--- config.mk ---
export PLATFORM = sky130hd
export DESIGN_NAME = cmp_edge_irq
export DESIGN_NICKNAME = d
export VERILOG_FILES = /design/src/rtl/cmp_channel.v /design/src/rtl/cmp_edge_irq.v
export VERILOG_INCLUDE_DIRS = /design/src /design/src/rtl
export SDC_FILE = /design/constraint.sdc
export NUM_CORES = 1
export LEC_CHECK = 0
export ABC_CLOCK_PERIOD_IN_PS = 2900
export CORE_MARGIN = 10
export CORE_UTILIZATION = 33
export DETAILED_ROUTE_END_ITERATION = 7
export DONT_BUFFER_PORTS = 1
export SYNTH_ARGS = -nofsm -noshare
export SYNTH_HDL_FRONTEND = slang
export SYNTH_SLANG_ARGS = --single-unit
--- constraint.sdc ---
create_clock -name core_clk -period 2.9 [get_ports core_clk]
set_clock_uncertainty 0.15 [all_clocks]
set_input_delay 0 -clock core_clk [delete_from_list [all_inputs] [get_ports core_clk]]
set_output_delay 0 -clock core_clk [all_outputs]
set_load 0.1 [all_outputs]
--- src/rtl/cmp_defines.vh ---
`ifndef CMP_DEFINES_VH
`define CMP_DEFINES_VH

// ----------------------------------------------------------------
// Register offsets
// ----------------------------------------------------------------
`define CMP_ADDR_W        4
`define CMP_OFS_CTRL1     4'h0
`define CMP_OFS_SEL1      4'h1
`define CMP_OFS_CTRL2     4'h2
`define CMP_OFS_SEL2      4'h3
`define CMP_OFS_MIRROR    4'h4
`define CMP_OFS_IRQ_STAT  4'h5
`define CMP_OFS_IRQ_MASK  4'h6

// ----------------------------------------------------------------
// Field positions and masks
// ----------------------------------------------------------------
`define CMP_RISE_BIT      7
`define CMP_FALL_BIT      6
`define CMP_POS_HI        5
`define CMP_POS_LO        4
`define CMP_NEG_HI        1
`define CMP_NEG_LO        0
`define CMP_SEL_MASK      8'hf3
`define CMP_CTRL_MASK     8'h01
`define CMP_FLAG_MASK     8'h03

// ----------------------------------------------------------------
// Selector codes and reset values
// ----------------------------------------------------------------
`define CMP_POS_PIN       2'h0
`define CMP_POS_DAC       2'h1
`define CMP_POS_FVR       2'h2
`define CMP_POS_ALT       2'h3
`define CMP_RST_VAL       8'h00

`endif

--- src/rtl/cmp_channel.v ---
`include "cmp_defines.vh"

module cmp_channel #(
  parameter SECOND = 0
) (
  input  wire       core_clk,          // System clock
  input  wire       rst,               // Synchronous reset
  input  wire [7:0] sel_reg,           // Edge and input select register
  input  wire       result_bit,        // Comparator result bit
  input  wire       dedicated_pos,     // Own positive pin level code
  input  wire       shared_pos,        // Shared positive pin
  input  wire       dac_ref,           // DAC reference tap
  input  wire       fvr_ref,           // Fixed voltage reference tap
  input  wire [3:0] shared_neg,        // Shared negative pins 0..3
  output reg        noninverting_node, // Selected positive source
  output reg        inverting_node,    // Selected negative source
  output wire       edge_event         // One-cycle flag set request
);

  // ----------------------------------------------------------------
  // Edge detection
  // ----------------------------------------------------------------
  reg prev_r;

  always @(posedge core_clk) begin
    if (rst) begin
      prev_r <= 1'b0;
    end else begin
      prev_r <= result_bit;
    end
  end

  assign edge_event = (sel_reg[`CMP_RISE_BIT] & result_bit & ~prev_r) |
                      (sel_reg[`CMP_FALL_BIT] & ~result_bit & prev_r);

  // ----------------------------------------------------------------
  // Input steering
  // ----------------------------------------------------------------
  // Modelled as select codes driving a digital mux; the analog switch sits outside
  always @* begin
    case (sel_reg[`CMP_POS_HI:`CMP_POS_LO])
      `CMP_POS_PIN: noninverting_node = dedicated_pos;
      `CMP_POS_DAC: noninverting_node = dac_ref;
      `CMP_POS_FVR: noninverting_node = fvr_ref;
      default:      noninverting_node = (SECOND != 0) ? 1'b0 : shared_pos;
    endcase
  end

  always @* begin
    inverting_node = shared_neg[sel_reg[`CMP_NEG_HI:`CMP_NEG_LO]];
  end

endmodule

--- src/rtl/cmp_edge_irq.v ---
`include "cmp_defines.vh"

module cmp_edge_irq (
  input  wire                   core_clk,       // System clock
  input  wire                   rst,            // Synchronous reset, active high
  input  wire [`CMP_ADDR_W-1:0] addr,           // Register address
  input  wire [7:0]             wdata,          // Write data
  input  wire                   wr,             // Write strobe
  input  wire                   rd,             // Read strobe
  output reg  [7:0]             rdata,          // Read data, cycle after rd
  input  wire                   result_first,   // First comparator result bit
  input  wire                   result_second,  // Second comparator result bit
  input  wire                   dedicated_pos1, // First dedicated positive pin
  input  wire                   dedicated_pos2, // Second dedicated positive pin
  input  wire                   shared_pos,     // Shared positive pin
  input  wire                   dac_ref,        // DAC reference
  input  wire                   fvr_ref,        // Fixed voltage reference
  input  wire [3:0]             shared_neg,     // Shared negative pins
  output wire                   ninv_first,     // First non-inverting node
  output wire                   inv_first,      // First inverting node
  output wire                   ninv_second,    // Second non-inverting node
  output wire                   inv_second,     // Second inverting node
  output reg                    comparator_on1, // First comparator enable
  output reg                    comparator_on2, // Second comparator enable
  output wire [1:0]             comparator_irq_flag, // Sticky flags
  output wire                   irq             // Level interrupt
);

  // ----------------------------------------------------------------
  // Registers
  // ----------------------------------------------------------------
  reg  [7:0] sel1_r;
  reg  [7:0] sel2_r;
  reg  [1:0] flag_r;
  reg  [1:0] mask_r;
  reg  [1:0] mirror_r;
  reg  [1:0] flag_nxt;
  wire       ev1;
  wire       ev2;
  wire       wr_ctrl1;
  wire       wr_ctrl2;
  wire       rd_stat;

  assign wr_ctrl1 = wr & (addr == `CMP_OFS_CTRL1);
  assign wr_ctrl2 = wr & (addr == `CMP_OFS_CTRL2);
  assign rd_stat  = rd & (addr == `CMP_OFS_IRQ_STAT);

  // ----------------------------------------------------------------
  // Channels
  // ----------------------------------------------------------------
  cmp_channel #(.SECOND(0)) u_ch1 (
    .core_clk          (core_clk),
    .rst               (rst),
    .sel_reg           (sel1_r),
    .result_bit        (result_first),
    .dedicated_pos     (dedicated_pos1),
    .shared_pos        (shared_pos),
    .dac_ref           (dac_ref),
    .fvr_ref           (fvr_ref),
    .shared_neg        (shared_neg),
    .noninverting_node (ninv_first),
    .inverting_node    (inv_first),
    .edge_event        (ev1)
  );

  cmp_channel #(.SECOND(1)) u_ch2 (
    .core_clk          (core_clk),
    .rst               (rst),
    .sel_reg           (sel2_r),
    .result_bit        (result_second),
    .dedicated_pos     (dedicated_pos2),
    .shared_pos        (shared_pos),
    .dac_ref           (dac_ref),
    .fvr_ref           (fvr_ref),
    .shared_neg        (shared_neg),
    .noninverting_node (ninv_second),
    .inverting_node    (inv_second),
    .edge_event        (ev2)
  );

  // ----------------------------------------------------------------
  // Flags: a read of the status register clears, an edge in the same cycle wins
  // ----------------------------------------------------------------
  always @* begin
    flag_nxt = rd_stat ? 2'h0 : flag_r;
    flag_nxt = flag_nxt | {ev2, ev1};
  end

  assign comparator_irq_flag = flag_r;
  assign irq = |(flag_r & mask_r);

  always @(posedge core_clk) begin
    if (rst) begin
      sel1_r         <= `CMP_RST_VAL;
      sel2_r         <= `CMP_RST_VAL;
      flag_r         <= 2'h0;
      mask_r         <= 2'h0;
      mirror_r       <= 2'h0;
      comparator_on1 <= 1'b0;
      comparator_on2 <= 1'b0;
    end else begin
      flag_r   <= flag_nxt;
      mirror_r <= {result_second, result_first};
      if (wr_ctrl1) begin
        comparator_on1 <= wdata[0];
      end
      if (wr_ctrl2) begin
        comparator_on2 <= wdata[0];
      end
      if (wr & (addr == `CMP_OFS_SEL1)) begin
        sel1_r <= wdata & `CMP_SEL_MASK;
      end
      if (wr & (addr == `CMP_OFS_SEL2)) begin
        sel2_r <= wdata & `CMP_SEL_MASK;
      end
      if (wr & (addr == `CMP_OFS_IRQ_MASK)) begin
        mask_r <= wdata[1:0];
      end
    end
  end

  // ----------------------------------------------------------------
  // Read port
  // ----------------------------------------------------------------
  always @(posedge core_clk) begin
    if (rst) begin
      rdata <= 8'h00;
    end else if (rd) begin
      case (addr)
        `CMP_OFS_CTRL1:    rdata <= {7'h00, comparator_on1};
        `CMP_OFS_CTRL2:    rdata <= {7'h00, comparator_on2};
        `CMP_OFS_SEL1:     rdata <= sel1_r;
        `CMP_OFS_SEL2:     rdata <= sel2_r;
        `CMP_OFS_MIRROR:   rdata <= {6'h00, mirror_r};
        `CMP_OFS_IRQ_STAT: rdata <= {6'h00, flag_r};
        `CMP_OFS_IRQ_MASK: rdata <= {6'h00, mask_r};
        default:           rdata <= 8'h00;
      endcase
    end else begin
      rdata <= 8'h00;
    end
  end

endmodule

==> impl_metrics.env, run 1 <==
export IMPL_yosysWarnings=0
export IMPL_synth_top_family_by_area="simple AND/OR/NAND/NOR gates"
export IMPL_period_share_pct=83.6
export IMPL_grt_usage_pct=11.3
export IMPL_critical_path_class="input port to flip-flop"
export IMPL_hp_class="input port to flip-flop"
export IMPL_design_area_sq_mm=0.00161
export IMPL_grt_start_max_net_pins=23
export IMPL_area_delta_synth_final_pct=29.7
export IMPL_whs_ns=0.0203
export IMPL_core_area_sq_mm=0.00363
export IMPL_routedWlPerCell_um=17.5
export IMPL_clk_path_buf_depth=2
export IMPL_drive_gt1_share_pct=11.3
export IMPL_die_area_sq_mm=0.00660
export IMPL_synth_area_sq_mm=0.00124
export IMPL_drcViolationCount=0
export IMPL_vias=1077
export IMPL_yosys_register_bits=26
export IMPL_synth_main_ff_cell="dfxtp_1"
export IMPL_grt_pass1_vias=1154
export IMPL_cts_tree="built"
export IMPL_cp_start_kind="input port"
export IMPL_fillCellCount=370
export IMPL_layout_cells_non_filler=207
export IMPL_insertion_delay_ns=0.28
export IMPL_first_pass_iters=4
export IMPL_ant_nets=0
export IMPL_cts_sinks=26
export IMPL_synth_enable_flop_cells=0
export IMPL_pin_count=44
export IMPL_grt_pass1_wl_um=5870
export IMPL_place_inst=179
export IMPL_nets=187
export IMPL_tightest_slew_ns=0.952
export IMPL_async_reset_ff_share_pct=0
export IMPL_antenna_found_initial=0
export IMPL_fmax_mhz=412
export IMPL_p_per_area_mw_per_mm2=489
export IMPL_setup_viol=0
export IMPL_muxShareOfSynthArea_pct=20.0
export IMPL_arrival_ns=2.45
export IMPL_vias_per_cell=5.20
export IMPL_p_leak_nw=0.560
export IMPL_synthAdderAreaFrac_pct=0
export IMPL_outcome="completed"
export IMPL_synth_compound_area_share_pct=9.39
export IMPL_gp_congestion=0.811
export IMPL_overflow=0
export IMPL_hpwl_um=2530
export IMPL_ys_types=26
export IMPL_synth_xor_area_share_pct=0
export IMPL_r2r_start="comparator_irq_flag[0]"
export IMPL_final_hold_viol_count=0
export IMPL_totalPowerFinal_mw=0.786
export IMPL_layout_min_cycle_time_ns=2.43
export IMPL_syn_inst=133
export IMPL_crit_start="addr[1]"
export IMPL_tns_ns=0
export IMPL_drv_cap=0
export IMPL_finalWorstSetupSlack_ns=0.475
export IMPL_rows=22
export IMPL_ctsRootBufferMaster="clkbuf_8"
export IMPL_die_h_um=81.3
export IMPL_n_antenna_cell=0
export IMPL_cts_buffers=3
export IMPL_portBuffers=0
export IMPL_die_width_um=81.3
export IMPL_fin_util_pct=44.2
export IMPL_endpoint_kind="flip-flop"
export IMPL_finalWirelength_um=3610
export IMPL_seq_area_frac_synth_pct=42.0
export IMPL_htreeDepth=1
export IMPL_postSynthAreaPerCell_sq_um=9.31
export IMPL_max_vdd_ir_drop_v=0.000200
export IMPL_path_clk_slew_ns=0.10
export IMPL_crit_fanout=13
export IMPL_drt_iter0_drc=135
export IMPL_placed_area_sq_mm=0.00129
export IMPL_cp_required_ns=2.92
export IMPL_synth_simple_gate_area_share_pct=23.1
export IMPL_slew_viol_final=0
export IMPL_slew_headroom_pct=36.5
export IMPL_start_util_pct=34.1
export IMPL_hp_start="addr[0]"
export IMPL_rsz0062_at_grt="no"
export IMPL_dp_slack_ns=1.54
-- cells in the mapped netlist (2+ instances only) --
cell type	n	share of area, %
dfxtp_1	26	42
nand3b_1	3	1.8
mux4_2	3	5.5
a21oi_1	12	4.8
mux2i_1	18	15
nand2_1	16	4.8
clkbuf_1	2	0.61
o21ai_0	4	1.6
nand4b_1	2	1.4
buf_2	3	1.2
nand3_1	8	3.2
nor2b_1	4	2.0
buf_4	4	2.4
nor2_1	16	4.8
-- layout by cell type, fill, tap and decap left out, drive strengths merged, types with 2 or more instances in the layout --
master        n
nor2         16
conb          2
nand4b        2
nor2b         4
o21ai         4
clkbuf        3
dfxtp        26
buf           7
nand3         8
mux2i        18
a21oi        12
nor3b         2
mux4          3
nand3b        3
nand2        16
dlygate4sd3  24
-- sequential cells by signal, summed over array words and instances (netlist names) --
signal               count
rdata                    6
sel1_r                   6
sel2_r                   6
comparator_irq_flag      2
mask_r                   2
comparator_on1           1
comparator_on2           1
mirror_r                 1
u_ch2.prev_r             1
-- area by class of cell --
class                   count  area (sq um)  area share, %
multi-input cells          98           662           41.2
well taps                  48          60.1           3.74
flip-flops and latches     26           520           32.4
clock buffers               3          41.3           2.57
clock inverters             1          30.0           1.87
repair buffers             31           293           18.2
-- power by group --
group | internal, mW | leakage, nW | total [mW] | switching, mW
registers | 0.362 | 0.210 | 0.368 | 0.00670
clock network | 0.185 | 0.0357 | 0.307 | 0.122
logic | 0.0355 | 0.314 | 0.111 | 0.0754
-- final timing paths --
check,end,slack (ns),cells after the start
setup / recovery,sel1_r[5],0.47,6
hold / removal,rdata[1],0.02,4
hold reg to reg,sel1_r[7],0.33,2
setup reg to reg,comparator_irq_flag[0],1.23,4
-- logic make-up (layout without fill, tap and decap cells) --
group	after synthesis	count (layout)
flip-flops	26	26
multiplexers	21	21
other	1	2
AO/OA/AOI/OAI	20	20
buffers and inverters	10	35
AND/OR/NAND/NOR	55	55
-- repair_timing --
item / 4_1_cts / 5_1_grt
hold buffers: 24 / 0
gates resized for setup: 0 / 0
setup endpoints to repair: 0 / 0
buffers inserted: 0 / 0
endpoints found under the hold margin: 26 / 0
-- critical path, stage by stage --
cell and delay (ns):
dlygate4sd3_1 0.77, nor2b_1 0.57, nand2_1 0.30, nand2_1 0.15, a21oi_1 0.07, dlygate4sd3_1 0.59
-- metal layers --
layer	vias up	routed length, um	track usage [%]
met4	0	75	5.88
met2	46	1750	19.0
li1	516	-	-
met5	-	0	0
met3	8	419	3.64
met1	507	1370	12.4
(Power assumes the default switching activity.)
==> inputs of run 2 (changes only) <==
--- a/config.mk
+++ b/config.mk
@@ -6,7 +6,8 @@
 export SDC_FILE = /design/constraint.sdc
 export NUM_CORES = 1
 export LEC_CHECK = 0
-export ABC_CLOCK_PERIOD_IN_PS = 2900
+export ABC_AREA = 1
+export ABC_CLOCK_PERIOD_IN_PS = 2150
 export CORE_MARGIN = 10
 export CORE_UTILIZATION = 33
 export DETAILED_ROUTE_END_ITERATION = 7
==> constraint.sdc (replaced) <==
create_clock -name core_clk -period 2.15 [get_ports core_clk]
set_clock_uncertainty 0.15 [all_clocks]
set_input_delay 0 -clock core_clk [delete_from_list [all_inputs] [get_ports core_clk]]
set_output_delay 0 -clock core_clk [all_outputs]
set_load 0.1 [all_outputs]
==> impl_metrics.env, run 2 <==
export IMPL_synth_main_ff_cell="dfxtp_1"
export IMPL_synth_top_area_share_pct=42.2
export IMPL_slew_viol_final=0
export IMPL_final_cell_mix="dlygate4sd3_1, dfxtp_1, nand3_1, inv_1, a21oi_1"
export IMPL_switching_power_mw=0.300
export IMPL_area_delta_synth_final_pct=51.2
export IMPL_start_util_pct=33.9
export IMPL_postSynthAreaPerCell_sq_um=7.21
export IMPL_cellInternalPower_mw=0.804
export IMPL_layout_cells_non_filler=274
export IMPL_period_share_pct=96.7
export IMPL_yosysWarnings=0
export IMPL_antenna_found_initial=0
export IMPL_layout_min_cycle_time_ns=2.08
export IMPL_insertion_delay_ns=0.27
export IMPL_endpoint="sel1_r[6]"
export IMPL_placed_area_sq_mm=0.00140
export IMPL_drive_gt1_share_pct=16.8
export IMPL_tns_ns=0
export IMPL_ys_top_cells_by_area="dfxtp_1, nand3_1, a21oi_1, o21ai_0, inv_1"
export IMPL_ant_nets=0
export IMPL_vias_per_cell=4.99
export IMPL_htreeDepth=1
export IMPL_clk_path_buf_depth=2
export IMPL_layout_commonest_cell="dlygate4sd3_1"
export IMPL_portBuffers=0
export IMPL_reg2reg_to="rdata[0]"
export IMPL_drv_cap=0
export IMPL_die_width_um=81.1
export IMPL_setup_viol=0
export IMPL_hp_class="input port to flip-flop"
export IMPL_fin_util_pct=51.3
export IMPL_synth_top_family_by_area="simple AND/OR/NAND/NOR gates"
export IMPL_rr_worst_depth=5
export IMPL_vias=1366
export IMPL_synth_top_area_cell="dfxtp_1"
export IMPL_first_pass_iters=5
export IMPL_core_area_sq_mm=0.00363
export IMPL_p_clk_share_pct=36.8
export IMPL_nets=254
export IMPL_crit_fanout=12
export IMPL_cts_buffers=3
export IMPL_switching_share_pct=27.2
export IMPL_routedWlPerCell_um=14.7
export IMPL_grt_pass1_wl_um=6130
export IMPL_p_per_area_mw_per_mm2=592
export IMPL_synth_enable_flop_cells=0
export IMPL_whs_ns=0.0207
export IMPL_cts_tree="built"
export IMPL_place_inst=230
export IMPL_outcome="completed"
export IMPL_crit_start="addr[0]"
export IMPL_seqPwrFrac_pct=45.1
export IMPL_totalPowerFinal_mw=1.10
export IMPL_post_synth_top_count_cell="dfxtp_1"
export IMPL_dp_slack_ns=0.967
export IMPL_arrival_ns=2.09
export IMPL_muxShareOfSynthArea_pct=0
export IMPL_fmax_mhz=481
export IMPL_async_reset_ff_share_pct=0
export IMPL_reg_largest_list="rdata x6, sel1_r x6, sel2_r x6"
export IMPL_n_antenna_cell=0
export IMPL_cts_sinks=26
export IMPL_endpoint_kind="flip-flop"
export IMPL_die_area_sq_mm=0.00658
export IMPL_synthAdderAreaFrac_pct=0
export IMPL_ctsRootBufferMaster="clkbuf_8"
export IMPL_rows=22
export IMPL_seq_area_frac_synth_pct=42.2
export IMPL_synth_compound_area_share_pct=20.6
export IMPL_finalWorstSetupSlack_ns=0.0710
export IMPL_pin_count=44
export IMPL_drcViolationCount=0
export IMPL_final_hold_viol_count=0
export IMPL_grt_pass1_vias=1295
export IMPL_r2r_start="sel2_r[0]"
export IMPL_critical_path_class="input port to flip-flop"
export IMPL_synth_common_cells="dfxtp_1, nand3_1, a21oi_1, inv_1, nand2_1"
export IMPL_die_h_um=81.1
export IMPL_p_leak_nw=0.735
export IMPL_grt_usage_pct=11.7
export IMPL_ys_types=23
export IMPL_cp_start_kind="input port"
export IMPL_design_area_sq_mm=0.00186
export IMPL_drt_iter0_drc=159
export IMPL_yosys_register_bits=26
export IMPL_finalWirelength_um=4030
export IMPL_grt_start_max_net_pins=16
export IMPL_r2r_slack_ns=0.58
export IMPL_rsz0062_at_grt="no"
export IMPL_pwr_share_comb_pct=18.0
export IMPL_overflow=0
export IMPL_hpwl_um=2620
export IMPL_synth_area_sq_mm=0.00123
export IMPL_path_clk_slew_ns=0.10
export IMPL_gp_congestion=0.811
export IMPL_hp_start="addr[1]"
export IMPL_max_vdd_ir_drop_v=0.000258
export IMPL_synth_xor_area_share_pct=0
export IMPL_cp_required_ns=2.16
export IMPL_syn_inst=171
export IMPL_synth_simple_gate_area_share_pct=26.9
run 2: power by group through the flow:
stage                     registers, mW  logic [mW]  clock network, mW
after global routing              0.499       0.209              0.430
after global placement            0.509       0.148                  0
after floorplan                   0.518       0.115                  0
after detailed placement          0.509       0.149                  0
final                             0.498       0.199              0.407
after CTS                         0.498       0.194              0.412
run 2: repair_timing:
action	in CTS	in global routing
endpoints found under the hold margin	26	0
gates resized for setup	0	1
hold buffers	38	0
setup buffers	0	3
setup endpoints to repair	0	2
run 2: cells by family (layout without fill, tap and decap cells):
logic type / Yosys count / after routing
compound gates: 48 / 48
buf+inv: 28 / 82
other cells: 1 / 2
flops: 26 / 26
simple gates: 68 / 68
run 2: layout make-up:
cell class	count	area, sq um
Multi-Input combinational cell	118	616
Sequential cell	26	520
Clock buffer	3	41.3
Clock inverter	1	30.0
Tap cell	48	60.1
Fill cell	368	1770
Timing Repair Buffer	56	513
Inverter	22	82.6
run 2: critical path, cell delays in order:
cell and delay [ns]:
inv_2 0.02, nor2_4 0.08, dlygate4sd3_1 0.79, nand3_2 0.31, o21ai_1 0.23, dlygate4sd3_1 0.60
a21oi_1 0.05
run 2: worst min path at each step:
stage	slack, ns	end	cells past startpoint
after floorplan	-0.08	sel2_r[6]	1
after global placement	-0.08	sel2_r[6]	1
after detailed placement	-0.08	sel2_r[7]	1
after CTS	0.003	rdata[0]	5
after global routing	0.08	rdata[0]	5
final	0.02	rdata[0]	5
run 2: per-layer routing:
metal  vias to the layer above  part of all wire, %  track usage (%)
li1                        679                    -                -
met2                        43                   50             20.1
met1                       636                   42             13.5
met3                         8                  6.7             3.64
met4                         0                  1.8             3.98
met5                         -                    0                0
